$ cat src/inc/srsq_cfg.svh
// Purpose: Timing counts and widths for the start-up reset sequencer.
// Assumes: The system clock runs at 50 MHz, a period of 20 ns.
// Notes: The power-down and settle counts are derived from times in their own unit; the rest are given in cycles.
`ifndef SRSQ_CFG_SVH
`define SRSQ_CFG_SVH
`define SRSQ_CLK_PERIOD_NS 20
`define SRSQ_PDN_LOW_MIN_NS 200
`define SRSQ_PDN_LOW_CYC ((`SRSQ_PDN_LOW_MIN_NS / `SRSQ_CLK_PERIOD_NS) + 1)
`define SRSQ_HOST_SETTLE_MS 100
`define SRSQ_HOST_SETTLE_CYC (`SRSQ_HOST_SETTLE_MS * 1000000 / `SRSQ_CLK_PERIOD_NS)
`define SRSQ_POR_CYC 16
`define SRSQ_CAL_CYC 64
`define SRSQ_LOCK_CYC 32
`define SRSQ_CH_TMO_DEF 16'h0100
`define SRSQ_CH_NUM 8
`define SRSQ_TMO_W 16
`endif

$ cat src/inc/srsq_pkg.sv
// Purpose: Types shared by both ends of the start-up reset sequencer.
// Assumes: Nothing beyond the cfg header.
// Notes: Device sequence states.
package srsq_pkg;
  typedef enum logic [2:0] {
    SRSQ_OFF,
    SRSQ_POR,
    SRSQ_XO_WAIT,
    SRSQ_CAL,
    SRSQ_LOCK,
    SRSQ_RUN
  } srsq_state_t;
endpackage

$ cat src/inc/srsq_if.sv
// Purpose: Link between the host power manager and the sequencer device.
// Assumes: One shared clock; the power-down line is a plain wire.
// Notes: The device samples power_down_in_n through two flip-flops.
`timescale 1ns/10ps
interface srsq_if;
  logic power_down_in_n;
  logic soft_reset;
  logic xo_stable;
  logic serial_enable;
  logic pll_locked;
  modport dev
  (
    input power_down_in_n,
    input soft_reset,
    output xo_stable,
    output serial_enable,
    output pll_locked
  );
  modport host
  (
    output power_down_in_n,
    output soft_reset,
    input xo_stable,
    input serial_enable,
    input pll_locked
  );
endinterface

$ cat src/design/srsq_device.sv
// Purpose: Device end: power-on reset, calibration and channel release.
// Assumes: Supply comparators arrive as asynchronous levels.
// Notes: Channel timeouts run separately per channel.
//
// How it works
// - Absent channel supply keeps channel reset, muted.
// - After supply rises, timeout expires, then unmute.
// - Power-down low disables device and serial port.
// - Power-down rising edge starts reset then start-up.
// - Host holds power-down low over 200 ns.
// - Reset held until core supplies and pin good.
// - Host delays release until split supplies settle.
// - Host holds low for slow or odd ramps.
// - Calibration uses the crystal reference, waits stable.
// - Soft reset reruns calibration and PLL start-up.
`timescale 1ns/10ps
`include "srsq_cfg.svh"
module srsq_device #(
  parameter int CH_NUM = `SRSQ_CH_NUM,
  parameter logic [`SRSQ_TMO_W-1:0] CH_TMO = `SRSQ_CH_TMO_DEF
)
(
  // Clock and reset.
  input wire logic core_clk_i,
  input wire logic sys_rst_i,
  // Link to the host.
  srsq_if.dev lnk,
  // Analog comparator levels and the start-up mode strap.
  input wire logic core_supply_ok_i,
  input wire logic pin_above_vih_i,
  input wire logic [CH_NUM-1:0] output_channel_supply_i,
  input wire logic xo_clk_ok_i,
  input wire logic startup_mode_select_i,
  // Status.
  output srsq_pkg::srsq_state_t state_o,
  output logic [CH_NUM-1:0] ch_reset_o,
  output logic [CH_NUM-1:0] ch_mute_o,
  output logic cal_busy_o,
  output logic startup_mode_o
);
  import srsq_pkg::*;

  // Two-stage synchronisers for every asynchronous level.
  logic [CH_NUM+4:0] meta_ff;
  logic [CH_NUM+4:0] sync_ff;
  wire [CH_NUM+4:0] async_in = {startup_mode_select_i,
    output_channel_supply_i, xo_clk_ok_i, pin_above_vih_i,
    core_supply_ok_i, lnk.power_down_in_n};
  always_ff @(posedge core_clk_i or posedge sys_rst_i)
  begin
    if (sys_rst_i)
    begin
      meta_ff <= '0;
      sync_ff <= '0;
    end
    else
    begin
      meta_ff <= async_in;
      sync_ff <= meta_ff;
    end
  end
  wire pdn_s = sync_ff[0];
  wire core_ok_s = sync_ff[1];
  wire vih_s = sync_ff[2];
  wire xo_ok_s = sync_ff[3];
  wire [CH_NUM-1:0] vddo_s = sync_ff[CH_NUM+3:4];
  wire mode_s = sync_ff[CH_NUM+4];

  srsq_state_t state_ff;
  srsq_state_t nxt_state;
  logic [`SRSQ_TMO_W-1:0] cnt_ff;
  logic [`SRSQ_TMO_W-1:0] nxt_cnt;
  logic mode_ff;

  // Start-up follows the level, so supplies that arrive after the pin
  // rises still start the sequence instead of waiting for a new edge.
  wire power_good = core_ok_s && vih_s && pdn_s;
  wire por_done = (cnt_ff == `SRSQ_TMO_W'(`SRSQ_POR_CYC - 1));
  wire cal_done = (cnt_ff == `SRSQ_TMO_W'(`SRSQ_CAL_CYC - 1));
  wire lock_done = (cnt_ff == `SRSQ_TMO_W'(`SRSQ_LOCK_CYC - 1));
  wire [`SRSQ_TMO_W-1:0] cnt_next = cnt_ff + `SRSQ_TMO_W'(1);

  always_comb
  begin
    nxt_state = state_ff;
    nxt_cnt = cnt_next;
    case (state_ff)
      SRSQ_OFF:
      begin
        nxt_cnt = '0;
        if (power_good)
          nxt_state = SRSQ_POR;
      end
      SRSQ_POR:
      begin
        if (por_done)
        begin
          nxt_state = SRSQ_XO_WAIT;
          nxt_cnt = '0;
        end
      end
      SRSQ_XO_WAIT:
      begin
        nxt_cnt = '0;
        if (xo_ok_s)
          nxt_state = SRSQ_CAL;
      end
      SRSQ_CAL:
      begin
        if (!xo_ok_s)
        begin
          nxt_state = SRSQ_XO_WAIT;
          nxt_cnt = '0;
        end
        else if (cal_done)
        begin
          nxt_state = SRSQ_LOCK;
          nxt_cnt = '0;
        end
      end
      SRSQ_LOCK:
      begin
        if (!xo_ok_s)
        begin
          nxt_state = SRSQ_XO_WAIT;
          nxt_cnt = '0;
        end
        else if (lock_done)
          nxt_state = SRSQ_RUN;
      end
      SRSQ_RUN:
      begin
        nxt_cnt = '0;
        if (lnk.soft_reset)
          nxt_state = SRSQ_XO_WAIT;
      end
      default:
      begin
        nxt_state = SRSQ_OFF;
        nxt_cnt = '0;
      end
    endcase
    if (!power_good)
    begin
      nxt_state = SRSQ_OFF;
      nxt_cnt = '0;
    end
  end

  always_ff @(posedge core_clk_i or posedge sys_rst_i)
  begin
    if (sys_rst_i)
    begin
      state_ff <= SRSQ_OFF;
      cnt_ff <= '0;
    end
    else
    begin
      state_ff <= nxt_state;
      cnt_ff <= nxt_cnt;
    end
  end

  // The strap is caught when power-on reset begins.
  always_ff @(posedge core_clk_i or posedge sys_rst_i)
  begin
    if (sys_rst_i)
      mode_ff <= 1'b0;
    else if (state_ff == SRSQ_OFF && nxt_state == SRSQ_POR)
      mode_ff <= mode_s;
  end

  // Per-channel release timers.
  wire dev_run = (state_ff == SRSQ_RUN);
  logic [`SRSQ_TMO_W-1:0] ch_cnt_ff [CH_NUM];
  logic [CH_NUM-1:0] ch_rst_ff;
  logic [CH_NUM-1:0] ch_mute_ff;
  for (genvar g = 0; g < CH_NUM; g++)
  begin : g_ch
    wire ch_exp = (ch_cnt_ff[g] == CH_TMO);
    always_ff @(posedge core_clk_i or posedge sys_rst_i)
    begin
      if (sys_rst_i)
      begin
        ch_cnt_ff[g] <= '0;
        ch_rst_ff[g] <= 1'b1;
        ch_mute_ff[g] <= 1'b1;
      end
      else if (!dev_run || !vddo_s[g])
      begin
        ch_cnt_ff[g] <= '0;
        ch_rst_ff[g] <= 1'b1;
        ch_mute_ff[g] <= 1'b1;
      end
      else if (!ch_exp)
      begin
        ch_cnt_ff[g] <= ch_cnt_ff[g] + `SRSQ_TMO_W'(1);
      end
      else
      begin
        ch_rst_ff[g] <= 1'b0;
        ch_mute_ff[g] <= ch_rst_ff[g];
      end
    end
  end

  // Status registers for the link and for cal_busy_o.
  logic xo_stable_ff;
  logic serial_en_ff;
  logic locked_ff;
  logic cal_busy_ff;
  always_ff @(posedge core_clk_i or posedge sys_rst_i)
  begin
    if (sys_rst_i)
    begin
      xo_stable_ff <= 1'b0;
      serial_en_ff <= 1'b0;
      locked_ff <= 1'b0;
      cal_busy_ff <= 1'b0;
    end
    else
    begin
      xo_stable_ff <= xo_ok_s && (nxt_state != SRSQ_OFF);
      serial_en_ff <= (nxt_state != SRSQ_OFF);
      locked_ff <= (nxt_state == SRSQ_RUN);
      cal_busy_ff <= (nxt_state == SRSQ_CAL);
    end
  end
  assign lnk.xo_stable = xo_stable_ff;
  assign lnk.serial_enable = serial_en_ff;
  assign lnk.pll_locked = locked_ff;
  assign state_o = state_ff;
  assign ch_reset_o = ch_rst_ff;
  assign ch_mute_o = ch_mute_ff;
  assign cal_busy_o = cal_busy_ff;
  assign startup_mode_o = mode_ff;
endmodule

$ cat src/flat_wrapper.sv
// flat-port wrapper written by rule: the top's interface ports become plain ports
module srsq_device_flat import srsq_pkg::*;
#(
  parameter int CH_NUM = `SRSQ_CH_NUM,
  parameter logic [`SRSQ_TMO_W-1:0] CH_TMO = `SRSQ_CH_TMO_DEF
)
  (core_clk_i, sys_rst_i, core_supply_ok_i, pin_above_vih_i, output_channel_supply_i, xo_clk_ok_i, startup_mode_select_i, state_o, ch_reset_o, ch_mute_o, cal_busy_o, startup_mode_o, lnk_power_down_in_n, lnk_soft_reset, lnk_xo_stable, lnk_serial_enable, lnk_pll_locked);
  srsq_if lnk_i ();
  input wire logic core_clk_i;
  input wire logic sys_rst_i;
  input wire logic core_supply_ok_i;
  input wire logic pin_above_vih_i;
  input wire logic [CH_NUM-1:0] output_channel_supply_i;
  input wire logic xo_clk_ok_i;
  input wire logic startup_mode_select_i;
  output srsq_pkg::srsq_state_t state_o;
  output logic [CH_NUM-1:0] ch_reset_o;
  output logic [CH_NUM-1:0] ch_mute_o;
  output logic cal_busy_o;
  output logic startup_mode_o;
  input wire logic [$bits(lnk_i.power_down_in_n)-1:0] lnk_power_down_in_n;
  input wire logic [$bits(lnk_i.soft_reset)-1:0] lnk_soft_reset;
  output wire logic [$bits(lnk_i.xo_stable)-1:0] lnk_xo_stable;
  output wire logic [$bits(lnk_i.serial_enable)-1:0] lnk_serial_enable;
  output wire logic [$bits(lnk_i.pll_locked)-1:0] lnk_pll_locked;
  assign lnk_i.power_down_in_n = lnk_power_down_in_n;
  assign lnk_i.soft_reset = lnk_soft_reset;
  assign lnk_xo_stable = lnk_i.xo_stable;
  assign lnk_serial_enable = lnk_i.serial_enable;
  assign lnk_pll_locked = lnk_i.pll_locked;
  srsq_device #(.CH_NUM(CH_NUM), .CH_TMO(CH_TMO)) u_core (.core_clk_i(core_clk_i), .sys_rst_i(sys_rst_i), .lnk(lnk_i), .core_supply_ok_i(core_supply_ok_i), .pin_above_vih_i(pin_above_vih_i), .output_channel_supply_i(output_channel_supply_i), .xo_clk_ok_i(xo_clk_ok_i), .startup_mode_select_i(startup_mode_select_i), .state_o(state_o), .ch_reset_o(ch_reset_o), .ch_mute_o(ch_mute_o), .cal_busy_o(cal_busy_o), .startup_mode_o(startup_mode_o));
endmodule
$ cat config.mk
export PLATFORM = sky130hd
export DESIGN_NAME = srsq_device_flat
export DESIGN_NICKNAME = d
export VERILOG_FILES = /design/src/inc/srsq_pkg.sv /design/src/inc/srsq_if.sv /design/src/design/srsq_device.sv /design/src/flat_wrapper.sv
export VERILOG_INCLUDE_DIRS = /design/src /design/src/inc
export SDC_FILE = /design/constraint.sdc
export NUM_CORES = 1
export LEC_CHECK = 0
export BUFFER_PORTS_ARGS = -buffer_cell sky130_fd_sc_hd__buf_2
export CORE_MARGIN = 4
export CORE_UTILIZATION = 35
export DETAILED_ROUTE_END_ITERATION = 10
export GPL_ROUTABILITY_DRIVEN = 0
export GPL_TIMING_DRIVEN = 0
export PLACE_DENSITY_LB_ADDON = 0.12
export SETUP_SLACK_MARGIN = 0.2
export SKIP_CTS_REPAIR_TIMING = 1
export SLEW_MARGIN = 10
export SYNTH_ARGS = -nofsm -noshare
export SYNTH_HDL_FRONTEND = slang
export SYNTH_SLANG_ARGS = --single-unit
$ cat constraint.sdc
create_clock -name core_clk_i -period 8.6 [get_ports core_clk_i]
set_clock_uncertainty 0.15 [all_clocks]
set_input_delay 0.43 -clock core_clk_i [delete_from_list [all_inputs] [get_ports core_clk_i]]
set_output_delay 0.43 -clock core_clk_i [all_outputs]
set_load 0.05 [all_outputs]
Word level (Yosys, flattened, before mapping):

Index checks and enable logic that the tools add are counted.

* output and inout bits: 24
* bits of input ports: 16
* word-level logic and storage cells: 163
* bits in registers: 194

* reductions and logical operators: 31
* mux-type cells: 63
* add/sub/neg operators: 9
* equal/unequal tests: 27

Operators with widths (count)
* 16-bit two-way mux: 21
* 16-bit by 1-bit adder with 16-bit output (second input constant): 9
* 16-bit by 9-bit == test with 1-bit output (second input constant): 8
* 16-bit case mux with 3 select lines: 1
* 1-bit two-way mux: 32
* 3-bit two-way mux: 8
* 3-bit case mux with 6 select lines: 1
* 16-bit by 4-bit == test with 1-bit output (second input constant): 1
* 16-bit by 5-bit == test with 1-bit output (second input constant): 1
* 16-bit by 6-bit == test with 1-bit output (second input constant): 1
* 2-bit != test (second input constant): 8
* 2-bit nonzero test: 8
* 3-bit by 2-bit == test with 1-bit output (second input constant): 3
* 3-bit == test (second input constant): 3
* 1-bit logical NOT: 9
* 1-bit logical OR: 8
* 3-bit by 1-bit == test with 1-bit output (second input constant): 2
* 1-bit logical AND: 4
* 3-bit logical NOT: 1
* 3-bit nonzero test: 1

Logic depth before layout (Yosys ltp):

Gate-level depths: netlist of run 1.

* depth after elaboration: 7
* depth in mapped cells: 8
* gate-level depth less buffers: 7

Least setup slack after synthesis of run 1:

Ideal clock, no wire load.

* kind: register -> register
* start: register u_core.state_ff[1], in the netlist u_core.state_o[1]
* end: register u_core.ch_cnt_ff[0] (netlist name)
* path slack: 6678 ps
* setup time: 121 ps
* buffers on the path: 4
* period minus slack after synthesis: 1922 ps
* arrival: 1651 ps
* stages on the path, launching flop included: 9
* required time: 8329 ps
* cell sequence: dfrtp_1 buf_6 nor2b_1 and2_1 buf_4 buf_6 nand2_2 buf_2 nor2_1

* longest elaborated chain between the ends: 4
* elaborated cells between the ends (all ways): 5
* classes of those cells: eq/ne: 2; mux: 1; reduce/logical: 2

RTL lines
* from (decl): RTL line srsq_device.sv:69 `srsq_state_t state_ff;`
* from (signal assigned): RTL line srsq_device.sv:159 `state_ff <= nxt_state;`
* 3-bit == test (*): RTL line srsq_device.sv:174 `wire dev_run = (state_ff == SRSQ_RUN);`
* 1-bit logical NOT (*): RTL line srsq_device.sv:189 `else if (!dev_run || !vddo_s[g])`
* 1-bit logical OR (*): RTL line srsq_device.sv:189
* 2-bit != test (no source line) / 16-bit two-way mux (equally long branches)
* to (signal, indexed assignment): RTL line srsq_device.sv:197 `` ch_cnt_ff[g] <= ch_cnt_ff[g] + `SRSQ_TMO_W'(1); ``
* to (decl): RTL line srsq_device.sv:175 `` logic [`SRSQ_TMO_W-1:0] ch_cnt_ff [CH_NUM]; ``

Every way passes the cells marked *; elsewhere a longest branch is shown, timed or not.
A chain may end at the register's enable or synchronous reset.

Worst setup path in the final report of run 1:

* start: register u_core.cnt_ff[11]
* end: register u_core.cal_busy_ff, in the netlist u_core.cal_busy_o

* longest elaborated chain between the ends: 6
* elaborated cells between the ends (all ways): 11
* classes of those cells: eq/ne: 4; mux: 7

RTL lines
* from (decl): RTL line srsq_device.sv:71 `` logic [`SRSQ_TMO_W-1:0] cnt_ff; ``
* from (signal assigned): RTL line srsq_device.sv:160 `cnt_ff <= nxt_cnt;`
* 16-bit by 5-bit == test with 1-bit output / 16-bit by 6-bit == test with 1-bit output (equally long branches): RTL line srsq_device.sv:80, srsq_device.sv:79
* 3-bit two-way mux (on tied branches): RTL line srsq_device.sv:128, srsq_device.sv:115
* 3-bit two-way mux (on tied branches): RTL line srsq_device.sv:123, srsq_device.sv:110
* 3-bit case mux with 6 select lines (*): RTL line srsq_device.sv:87 `case (state_ff)`
* 3-bit two-way mux (*): RTL line srsq_device.sv:143 `if (!power_good)`
* 3-bit by 2-bit == test with 1-bit output (*): RTL line srsq_device.sv:226 `cal_busy_ff <= (nxt_state == SRSQ_CAL);`
* to (signal assigned): RTL line srsq_device.sv:226
* to (decl): RTL line srsq_device.sv:211 `logic cal_busy_ff;`

Marked as above.

==> results by stage, run 1 <==
Outcome:
- The run finished, with violations left.
- The final reports fail on negative hold slack.

Clock tree:
- Clock tree synthesis found a total of 194 sinks.
- The CTS tree is yes.
- The depth of the CTS H-tree is 4.
- The clock insertion delay at the later pin of the skew report is 0.43 ns.
- The worst-case clock buffer depth is 2.
- Clock-pin slew was measured on the worst setup and hold paths at 0.08 ns.
- The total CTS buffers is 17.
- CTS placed an instance of clkbuf_16 at the clock tree root.

Yosys:
- Yosys printed 0 warnings.
- For this run, asynchronously set or reset flops after synthesis account for 1.00.
- For this run, the leading register cell type out of synthesis is dfrtp_1.
- The distinct cell type count after synthesis is 45.
- In this run the cell area of the synthesized design comes to 8880 um^2.
- The cell count after synthesis came out at 858.
- The register bit count reported by yosys is 194.
- The average cell area after synthesis is 10.3 um^2.
- The share of the Yosys chip area taken by registers is 0.549.
- The net count after synthesis is 891.
- The number of synthesized flops with an enable pin is 0.

STA:
- The max-slew violation count is 0.
- The final-report hold violation count is 50.
- The final period demand of the worst path is 2.04 ns.
- Hold timing on the final database bottoms out at a slack of -0.0498 ns.
- Setup repair after global routing left no endpoint under its margin.
- The max-slew headroom at the worst pin is 0.571.
- The setup total negative slack is 0 ns.
- The setup-violating endpoint count in the final report is 0.
- The post-route fraction of the period consumed by the critical path is 0.237.
- The transition time at the pin with the least slew margin is 0.643 ns.
- The fmax is 491 MHz.

Power and ir drop:
- In this run the power density over the cells is 170 nW/um^2.
- The reported leakage power is 4.17 nW.
- The largest vdd supply drop is 0.123 mV.

Floorplan:
- The initial utilization of the core area, before any placement, comes to 0.355.
- The core area is 25000 um^2.
- In this run the core area contains 58 standard-cell rows.
- The number of primary I/O pins is 40.
- The die covers 28000 um^2.
- The overall die width is 167 um.
- The die is 167 um tall.

Finish:
- The number of antenna diodes is 0.
- The total of fill cells in the finished design is 2496.
- The area of the multi-input gates is 3810 um^2.
- In the layout the commonest cells are dfrtp_1, nor2_1, xor2_1.
- The finished layout holds 1273 standard cells, fillers aside.
- Of the cells placed in the final design, the portion with a size suffix greater than 1 is 0.127.
- Compared with the post-synthesis result, the final layout area differs by 15.1%.
- In the final layout, flip-flops and latches occupy 4870 um^2.
- After the last flow step, the layout net total stands at 963.
- The most common cell after layout, fill and taps aside is dfrtp_1.

Placed design:
- Detailed placement ended at an HPWL of 11000 um.
- Port buffering added 39 buffers.
- Including well taps, the total number of placed cells is 1228.

Global route:
- The first global-routing pass estimated 29300 um of wire.
- The number of global-route vias before repair came to 5967.
- The global-route usage over all layers is 0.125.
- The total global routing overflow is 0.
- The number of antenna violations at the first check in global routing is 0.
- The largest net degree at the start of global routing is 103.

Detailed routing:
- Summed over all layers, the routed wires come to 16700 um.
- In this run the remaining antenna-violating nets after routing total 0.
- The detailed router placed 5939 vias in this run.
- The average routed wire per standard cell is 13.1 um.
- After detailed routing, the number of remaining DRC violations is 0.
- For this run, the detailed router's first-pass iteration total came to 5.
- Using the TritonRoute via totals, the vias-per-cell ratio works out to 4.67.
- The detailed router finished its first iteration with 220 violations.

Worst hold path:
- The path class of the tightest hold or removal check is primary input to asynchronous set/reset pin.

Critical path:
- The worst setup path category is register to register.
- Along the worst path, the maximum fanout reaches 4.
- The setup check on the worst reg-to-reg path leaves a slack of 6.56 ns.
- The data arrival at the endpoint of the critical path is 2.17 ns.
- The startpoint class of the critical path is a register.
- Counting cells, the worst reg-to-reg path comes to 5.
- The worst register-to-register path begins at u_core.cnt_ff[11]$_DFF_PP0_.
- For the worst setup path, the data required time is 8.73 ns.
- The element type at the critical path end is a register.
- The endpoint of the worst-slack reg-to-reg timing path is u_core.cal_busy_o$_DFF_PP0_.

Job:
- Across the run, the number of max-cap violations was 0.
-- through the flow --
step	utilization	power (W)	hold WS (ns)	setup slack [ns]	cell area [um^2]
floorplan	-	0.000962	0.181	2.76	8880
global placement	0.379	0.000976	0.182	0.124	9490
detailed placement	0.380	0.000977	0.185	6.55	9520
CTS	0.403	0.00177	-0.0636	6.52	10100
global route	0.408	0.00182	0.00273	6.39	10200
finish	0.408	0.00174	-0.0498	6.56	10200
-- routing by layer --
metal	part of all wire	wire length [um]	vias to the layer above	GRT usage
met2	0.44	7370	53	0.191
met3	0.023	391	15	0.0281
met1	0.52	8670	2833	0.178
li1	-	-	3038	-
met5	0	0	-	0
met4	0.015	243	0	0.0381
-- synthesized netlist by cell type, types with 2 or more instances --
library cell | instances | area, um^2
and4_1 | 5 | 43.8
nor4b_1 | 9 | 78.8
nor4_1 | 20 | 125
nand4_1 | 22 | 138
buf_2 | 8 | 40.0
nor3b_1 | 7 | 52.6
o21ai_0 | 10 | 50.1
nand4_2 | 2 | 25.0
nand2_2 | 2 | 12.5
and3_1 | 31 | 194
and2_1 | 4 | 25.0
nand3_1 | 58 | 290
a21oi_1 | 19 | 95.1
nor2_1 | 170 | 638
or3_1 | 9 | 56.3
xor2_1 | 67 | 587
mux2i_1 | 8 | 80.1
dfrtp_1 | 178 | 4450
inv_1 | 31 | 116
buf_6 | 3 | 33.8
nor4_2 | 3 | 37.5
ha_1 | 17 | 213
nor2b_1 | 3 | 18.8
mux2_2 | 5 | 56.3
dfstp_2 | 16 | 420
xnor2_1 | 54 | 473
a21o_1 | 8 | 60.1
nor3_1 | 13 | 65.1
nand2_1 | 60 | 225
-- how the worst max path moves through the flow --
stage / start / endpoint / depth (start not counted)
floorplan: sys_rst_i / u_core.cal_busy_o$_DFF_PP0_ / 1
global placement: sys_rst_i / u_core.meta_ff[6]$_DFF_PP0_ / 2
detailed placement: u_core.state_o[1]$_DFF_PP0_ / u_core.ch_cnt_ff[5]$_DFFE_PP0P_ / 8
CTS: u_core.state_o[1]$_DFF_PP0_ / u_core.ch_cnt_ff[2]$_DFFE_PP0P_ / 8
global route: u_core.state_o[2]$_DFF_PP0_ / u_core.ch_cnt_ff[0]$_DFFE_PP0P_ / 7
finish: u_core.cnt_ff[11]$_DFF_PP0_ / u_core.cal_busy_o$_DFF_PP0_ / 5
-- critical path, stage by stage (launching register included) --
cell	delay [ns]
dfrtp_1	0.45
nor4_4	0.36
and4_1	0.29
o2bb2ai_2	0.10
o31ai_1	0.45
nor2_1	0.10
-- sequential cells by signal, indices dropped and copies added, names as in the netlist, 3 cells and up --
signal	cells
u_core.state_o	3
u_core.cnt_ff	16
u_core.meta_ff	13
u_core.sync_ff	13
u_core.ch_reset_o	8
u_core.ch_mute_o	8
u_core.ch_cnt_ff	128
-- area by class of cell --
class	instances	share of cell area
tap	330	0.0404
clock inverter	12	0.0119
buffer	12	0.00796
inverter	31	0.0121
multi-input combinational	621	0.373
sequential	194	0.477
clock buffer	20	0.0437
timing repair buffer	53	0.0345
-- cells by family after synthesis --
family	Yosys count	synth area share
compound gates	42	0.0303
xor+xnor	121	0.119
fa+ha+maj	17	0.0240
buf+inv	43	0.0223
flops	194	0.549
mux	13	0.0154
simple gates	428	0.240
-- power breakdown --
| group | internal [W] | switching, W | total [W] |
|---|---|---|---|
| Clock | 0.000414 | 0.000363 | 0.000777 |
| Combinational | 0.0000108 | 0.0000274 | 0.0000382 |
| Sequential | 0.000920 | 0.00000382 | 0.000924 |
(Power assumes the default switching activity.)
==> inputs of run 2 (changes only) <==
==> constraint.sdc (replaced) <==
create_clock -name core_clk_i -period 1.8 [get_ports core_clk_i]
set_clock_uncertainty 0.15 [all_clocks]
set_input_delay 0.09 -clock core_clk_i [delete_from_list [all_inputs] [get_ports core_clk_i]]
set_output_delay 0.09 -clock core_clk_i [all_outputs]
set_load 0.05 [all_outputs]
==> results by stage, run 2 (same netlist as run 1, synthesis figures left out) <==
Clock tree:
- At the later pin of the worst-skew pair, clock insertion delay measures 0.43 ns.
- The total CTS buffers is 17.
- The TritonCTS sink count is 194.
- The clock root buffer master is clkbuf_16.
- The depth of the CTS H-tree is 4.
- The clock transition at the registers of the reported paths is 0.08 ns.
- The worst-case clock buffer depth is 2.
- TritonCTS built the clock tree.

STA:
- Setup repair after global routing could not meet its margin everywhere.
- The final period demand of the worst path is 1.97 ns.
- The max-slew violation count is 0.
- The tightest hold path in the finished design has a slack of 0.119 ns.
- Setup violations remaining at the end of the flow were counted as 20.
- The worst pin sits at a relative slew slack of 0.526.
- The setup total negative slack is -3.16 ns.
- For the pin with the worst max-slew slack, the measured transition is 0.709 ns.
- The final-report hold violation count is 0.
- The post-route fraction of the period consumed by the critical path is 1.10.
- The fmax is 507 MHz.
- After layout, the worst setup slack is -0.174 ns.

Worst hold path:
- In this run the worst hold path is classified as primary input to register.
- The beginning of the worst hold path is lnk_soft_reset.

Finish:
- In the final layout, the multi-input gates occupy 5220 um^2.
- The area occupied by registers is 4910 um^2.
- The most common cell after layout, fill and taps aside is dfrtp_1.
- For this run, the post-layout net count is 1084.
- The library cells used most frequently in the layout, excluding fill and tap cells, are dfrtp_1, nor2_1, buf_4.
- More flip-flops sit in one register than any other, and that register is u_core.ch_cnt_ff.
- The number of antenna diodes is 0.
- Measured on the finished design, the core utilization comes to 0.522.
- The proportion of layout cells with a drive suffix above 1 is 0.452.
- In the final layout, the registers with the most flip-flops are u_core.ch_cnt_ff: 128 flops, u_core.cnt_ff: 16 flops.
- The total of fill cells in the finished design is 2238.
- The signed area change from the synthesized netlist to the final layout is 47.1%.
- The number of non-filler instances in the completed layout is 1394.
- The flip-flop count of the largest register after layout is 128.

Critical path:
- Along the worst path, the maximum fanout reaches 7.
- The critical path is of the register to register type.
- The startpoint class of the critical path is a register.
- The worst setup path is captured at a register.
- Tracing the worst setup path back leads to its startpoint at u_core.cnt_ff[6]$_DFF_PP0_.
- The critical register-to-register path startpoint is u_core.cnt_ff[6]$_DFF_PP0_.
- At the worst endpoint, the required time is 1.97 ns.
- The data arrival at the endpoint of the critical path is 2.15 ns.

Detailed routing:
- The average routed wire per standard cell is 14.1 um.
- The first detailed-routing pass took 6 iterations.
- The detailed router finished its first iteration with 248 violations.
- The via total after detailed routing is 6707.
- In the routed design, unresolved DRC markers number 0.
- The residual antenna-violating net count after detailed routing is 0.
- For this block, the routed nets add up to 19700 um of wire.
- After detailed routing, the number of vias per cell comes to 4.81.

Global route:
- Entering global routing, the biggest net connects 38 pins.
- The number of antenna violations at the first check in global routing came to 0.
- The number of global-route vias before repair is 6107.
- The first-pass GRT wire length is 29700 um.
- The global-route usage over all layers is 0.126.
- The total overflow left after global routing is 0.

Floorplan:
- The row count is 58.
- The die covers 28000 um^2.
- The floorplan step set the die width to 167 um.
- The total area inside the core boundary comes to 25000 um^2.
- The number of primary I/O pins is 40.
- The initial standard-cell utilization of the core is 0.355.
- Measured along the y axis, the die boundary spans 167 um.

Power and ir drop:
- The cell area power density is 652 nW/um^2.
- Of the total power, the clock network draws 0.455.
- The total internal power is 0.00665 W.
- Of the total power, combinational logic draws 0.025.
- The reported leakage power is 5.29 nW.
- The net switching share of the total power is 0.219.
- The largest vdd supply drop is 0.493 mV.
- The share of total power dissipated in sequential elements is 0.520.
- In this run the power spent charging and discharging nets is 0.00187 W.

Job:
- Max-cap violations in this run came to 0.

Placed design:
- The number of input and output port buffers inserted is 39.
- The wire-length estimate of the detail-placed layout is 11500 um.
- Including well taps, the total number of placed cells is 1233.

Outcome:
- The final reports fail on negative setup slack.
- The run finished, with violations left.
## run 2: cell count changes in the layout (fill, tap and decap cells not counted), moves of 16 or more
cell,before,now
buf_12,0,18
nor2_4,0,49
dfrtp_1,178,146
nor2_2,0,32
dfrtp_2,0,32
buf_4,1,80
inv_1,30,14
nor2_1,170,89
## run 2: metrics by stage
step	total power [W]	setup slack (ns)	instance area, um^2
after floorplan	0.00460	-0.931	8890
after global placement	0.00466	-2.36	9490
after detailed placement	0.00469	-0.238	9610
after CTS	0.00864	-0.280	10200
after global routing	0.00887	-0.288	13100
final	0.00852	-0.174	13100
## run 2: per-layer routing
| metal | GRT usage | part of all wire |
|---|---|---|
| met1 | 0.173 | 0.47 |
| met2 | 0.200 | 0.50 |
| met3 | 0.0295 | 0.026 |
| met4 | 0.0374 | 0.011 |
| met5 | 0 | 0 |
## run 2: power by group through the flow
stage	combinational, W	clock (W)	sequential, W
3_5_place_dp	0.000197	0	0.00450
6_report	0.000216	0.00387	0.00443
2_1_floorplan	0.0000818	0	0.00452
5_1_grt	0.000245	0.00419	0.00443
4_1_cts	0.000196	0.00403	0.00441
3_3_place_gp	0.000164	0	0.00450
## run 2: worst paths after layout
kind / to / slack, ns / cells after the start
worst max-delay path: u_core.cnt_ff[13]$_DFF_PP0_ / -0.17 / 6
worst min-delay path: u_core.state_o[2]$_DFF_PP0_ / 0.12 / 6
worst max register to register: u_core.cnt_ff[13]$_DFF_PP0_ / -0.17 / 6
worst min register to register: u_core.sync_ff[12]$_DFF_PP0_ / 0.20 / 0
max in group asynchronous: u_core.ch_cnt_ff[73]$_DFFE_PP0P_ / 0.04 / 7
min in group asynchronous: u_core.ch_cnt_ff[55]$_DFFE_PP0P_ / 0.17 / 3
## run 2: cell type report
type	instances	area share
Multi-Input combinational cell	624	0.400
Inverter	31	0.00939
Sequential cell	194	0.376
Buffer	12	0.0151
Timing Repair Buffer	171	0.122
Tap cell	330	0.0316
Clock inverter	10	0.00958
Clock buffer	22	0.0363
## run 2: critical path, stage by stage (launching register included)
cell       delay [ns]
dfrtp_1          0.45
nor4_4           0.33
nand4_1          0.23
o2bb2ai_4        0.19
o221ai_4         0.28
buf_6            0.18
nor2_1           0.05
==> inputs of run 3 (changes only) <==
--- a/config.mk
+++ b/config.mk
@@ -7,6 +7,8 @@
 export NUM_CORES = 1
 export LEC_CHECK = 0
 export BUFFER_PORTS_ARGS = -buffer_cell sky130_fd_sc_hd__buf_2
+export CELL_PAD_IN_SITES_DETAIL_PLACEMENT = 0
+export CELL_PAD_IN_SITES_GLOBAL_PLACEMENT = 1
 export CORE_MARGIN = 4
 export CORE_UTILIZATION = 35
 export DETAILED_ROUTE_END_ITERATION = 10
==> results by stage, run 3 (same netlist as run 1, synthesis figures left out) <==
Outcome:
- The run finished, with violations left.
- The final reports fail on negative setup slack.

Floorplan:
- The region available for standard cell placement spans 25000 um^2.
- The die is 167 um tall.
- The die covers 28000 um^2.
- Measured along the x axis, the die boundary spans 167 um.
- In this run the count of I/O pins placed on the die edge is 40.
- The floorplan has 58 rows.
- The initial utilization of the core area, before any placement, comes to 0.355.

Worst hold path:
- The worst hold path belongs to the class primary input to asynchronous set/reset pin.

Finish:
- Summing all flip-flop and latch instances after layout gives 4910 um^2.
- The number of non-filler instances in the completed layout is 1402.
- The largest registers in the layout are u_core.ch_cnt_ff: 128 flops, u_core.cnt_ff: 16 flops.
- The proportion of layout cells with a drive suffix above 1 is 0.497.
- The signed area change from the synthesized netlist to the final layout is 55.0%.
- In the final design database the tool counted 1092 nets.
- The multi-input combinational cells in the finished layout cover a total of 5700 um^2.
- In the layout the commonest cells are dfrtp_1, nor2_4, xor2_1.
- 0 antenna diodes ended up in the layout.
- The register with the most flip-flops is u_core.ch_cnt_ff.
- The total of fill cells in the finished design is 2168.
- The register with the most flip-flops in the layout has 128 of them.
- The most common cell after layout, fill and taps aside is dfrtp_1.

Detailed routing:
- The count of nets left with antenna violations once routing finished came out at 0.
- The violation count after the first detailed-route iteration is 315.
- The first-pass iteration count of the detailed router is 4.
- The post-detailed-route via-to-cell ratio is 4.80.
- Wire segments on met2 add up to 10500 um in the final route.
- For this run, design rule violations remaining after detail routing come to 0.
- The via total after detailed routing is 6731.
- The met1 wire length is 9600 um.
- After detailed routing, the average wire length per cell comes to 14.8 um.
- The met3 wirelength from detailed routing is 393 um.
- The final wirelength is 20700 um.
- The highest metal layer with signal wires is met4.

Clock tree:
- The total CTS buffers is 17.
- The H-tree was split into 4 levels.
- The cell sitting at the root of the clock tree is a clkbuf_16.
- After clock tree synthesis, the clock-pin slew on the worst setup and hold paths is 0.08 ns.
- TritonCTS built the clock tree.
- The worst-case clock buffer depth is 2.
- Clock latency on the worst-skew pair, taken at its later pin, is 0.43 ns.
- The TritonCTS sink count is 194.

STA:
- The fmax is 510 MHz.
- Setup repair after global routing could not meet its margin everywhere.
- The max-slew violation count came to 0.
- The max-slew headroom at the worst pin is 0.444.
- Setup violations remaining at the end of the flow were counted as 19.
- Setup slack on the critical path of the routed design comes to -0.163 ns.
- At the pin with the least slew margin, the transition time is 0.831 ns.
- Dividing the final minimum period by the clock period gives 1.09.
- The final-report hold violation count came to 0.
- The final period demand of the worst path is 1.96 ns.

Placed design:
- The post-place setup slack is -0.336 ns.
- The total instance count after detailed placement is 1233.
- Summed over all nets, the half-perimeter wirelength after detailed placement is 11600 um.
- The number of input and output port buffers inserted is 39.

Critical path:
- At the worst endpoint, the required time is 1.96 ns.
- The biggest cell delay along the critical path is 0.43 ns.
- The critical register-to-register path startpoint is u_core.cnt_ff[12]$_DFF_PP0_.
- The register-to-register setup slack is -0.16 ns.
- Data on the critical path arrives at its endpoint at 2.12 ns.
- The termination of the worst setup path is u_core.cnt_ff[9]$_DFF_PP0_.
- The critical path launch point is u_core.cnt_ff[12]$_DFF_PP0_.
- In this run the critical register-to-register path is captured at u_core.cnt_ff[9]$_DFF_PP0_.
- In this run the worst path has a maximum fanout of 5.
- The worst setup path is launched from a register.
- The setup path with the least slack is of type register to register.
- The slowest library cell on the worst path is dfrtp_2.
- Traced cell by cell, the critical path runs through nor4_4 -> nand4_1 -> o2bb2ai_4 -> o221ai_4 -> buf_6 -> nor2_1.
- The element type at the critical path end is a register.
- The depth of the most critical reg-to-reg path is 6.

Global route:
- The first global-routing pass estimated 30200 um of wire.
- The largest net degree at the start of global routing is 38.
- Across every metal layer, demand over resource in global routing totals 0.128.
- Summed over all layers, the global routing overflow is 0.
- The number of global-route vias before repair was 6099.
- The number of antenna violations at the first check in global routing is 0.

Power and ir drop:
- The analysis attributes to cell leakage a power of 5.43 nW.
- Power spread over the standard cell area amounts to 596 nW/um^2.
- Across the VDD grid, the largest voltage drop is 0.439 mV.

Job:
- Max-cap violations in this run came to 0.
[run 3: cell type report]
type,count,area share
inverter,31,0.00909
multi-input combinational,624,0.414
buffer,12,0.0151
clock buffer,21,0.0327
sequential,194,0.357
clock inverter,11,0.00600
timing repair buffer,179,0.136
tap,330,0.0300
[run 3: layer usage]
metal / global-route usage / vias up
met4: 0.0371 / 0
met5: 0 / -
met2: 0.210 / 44
li1: - / 3304
met3: 0.0241 / 15
met1: 0.175 / 3368
[run 3: power by group]
part | total, W | leakage, nW | switching [W] | internal [W]
clock network | 0.00351 | 0.258 | 0.00169 | 0.00182
registers | 0.00443 | 2.54 | 0.0000358 | 0.00439
logic | 0.000262 | 2.62 | 0.000150 | 0.000112
total | 0.00820 | 5.43 | 0.00188 | 0.00632
[run 3: worst min path at each step]
| stage | startpoint | end | slack, ns | cells after the start |
|---|---|---|---|---|
| 2_1_floorplan | lnk_power_down_in_n | u_core.meta_ff[0]$_DFF_PP0_ | -0.03 | 0 |
| 3_3_place_gp | output_channel_supply_i[7] | u_core.meta_ff[11]$_DFF_PP0_ | 0.05 | 1 |
| 3_5_place_dp | sys_rst_i | u_core.meta_ff[12]$_DFF_PP0_ | -0.0003 | 2 |
| 4_1_cts | sys_rst_i | u_core.meta_ff[12]$_DFF_PP0_ | -0.48 | 2 |
| 5_1_grt | sys_rst_i | u_core.meta_ff[8]$_DFF_PP0_ | 0.09 | 9 |
| 6_report | sys_rst_i | u_core.sync_ff[8]$_DFF_PP0_ | 0.08 | 9 |
[run 3: metrics by stage]
stage	util	setup TNS [ns]	power (W)	area (um^2)	hold WS (ns)
after floorplan	-	-177.70	0.00460	8890	-0.0286
after global placement	0.379	-460.17	0.00466	9490	0.0478
after detailed placement	0.384	-23.82	0.00470	9620	-0.000252
after CTS	0.406	-25.18	0.00827	10200	-0.476
after global routing	0.550	-5.60	0.00856	13800	0.0889
final	0.550	-2.55	0.00820	13800	0.0789
[run 3: worst max-delay path: cells and delay by family, from the launching register on]
family | cells | cell delay, ns
AND/OR/NAND/NOR | 3 | 0.64
AO/OA/AOI/OAI | 2 | 0.46
flip-flops | 1 | 0.43
buffers and inverters | 1 | 0.17
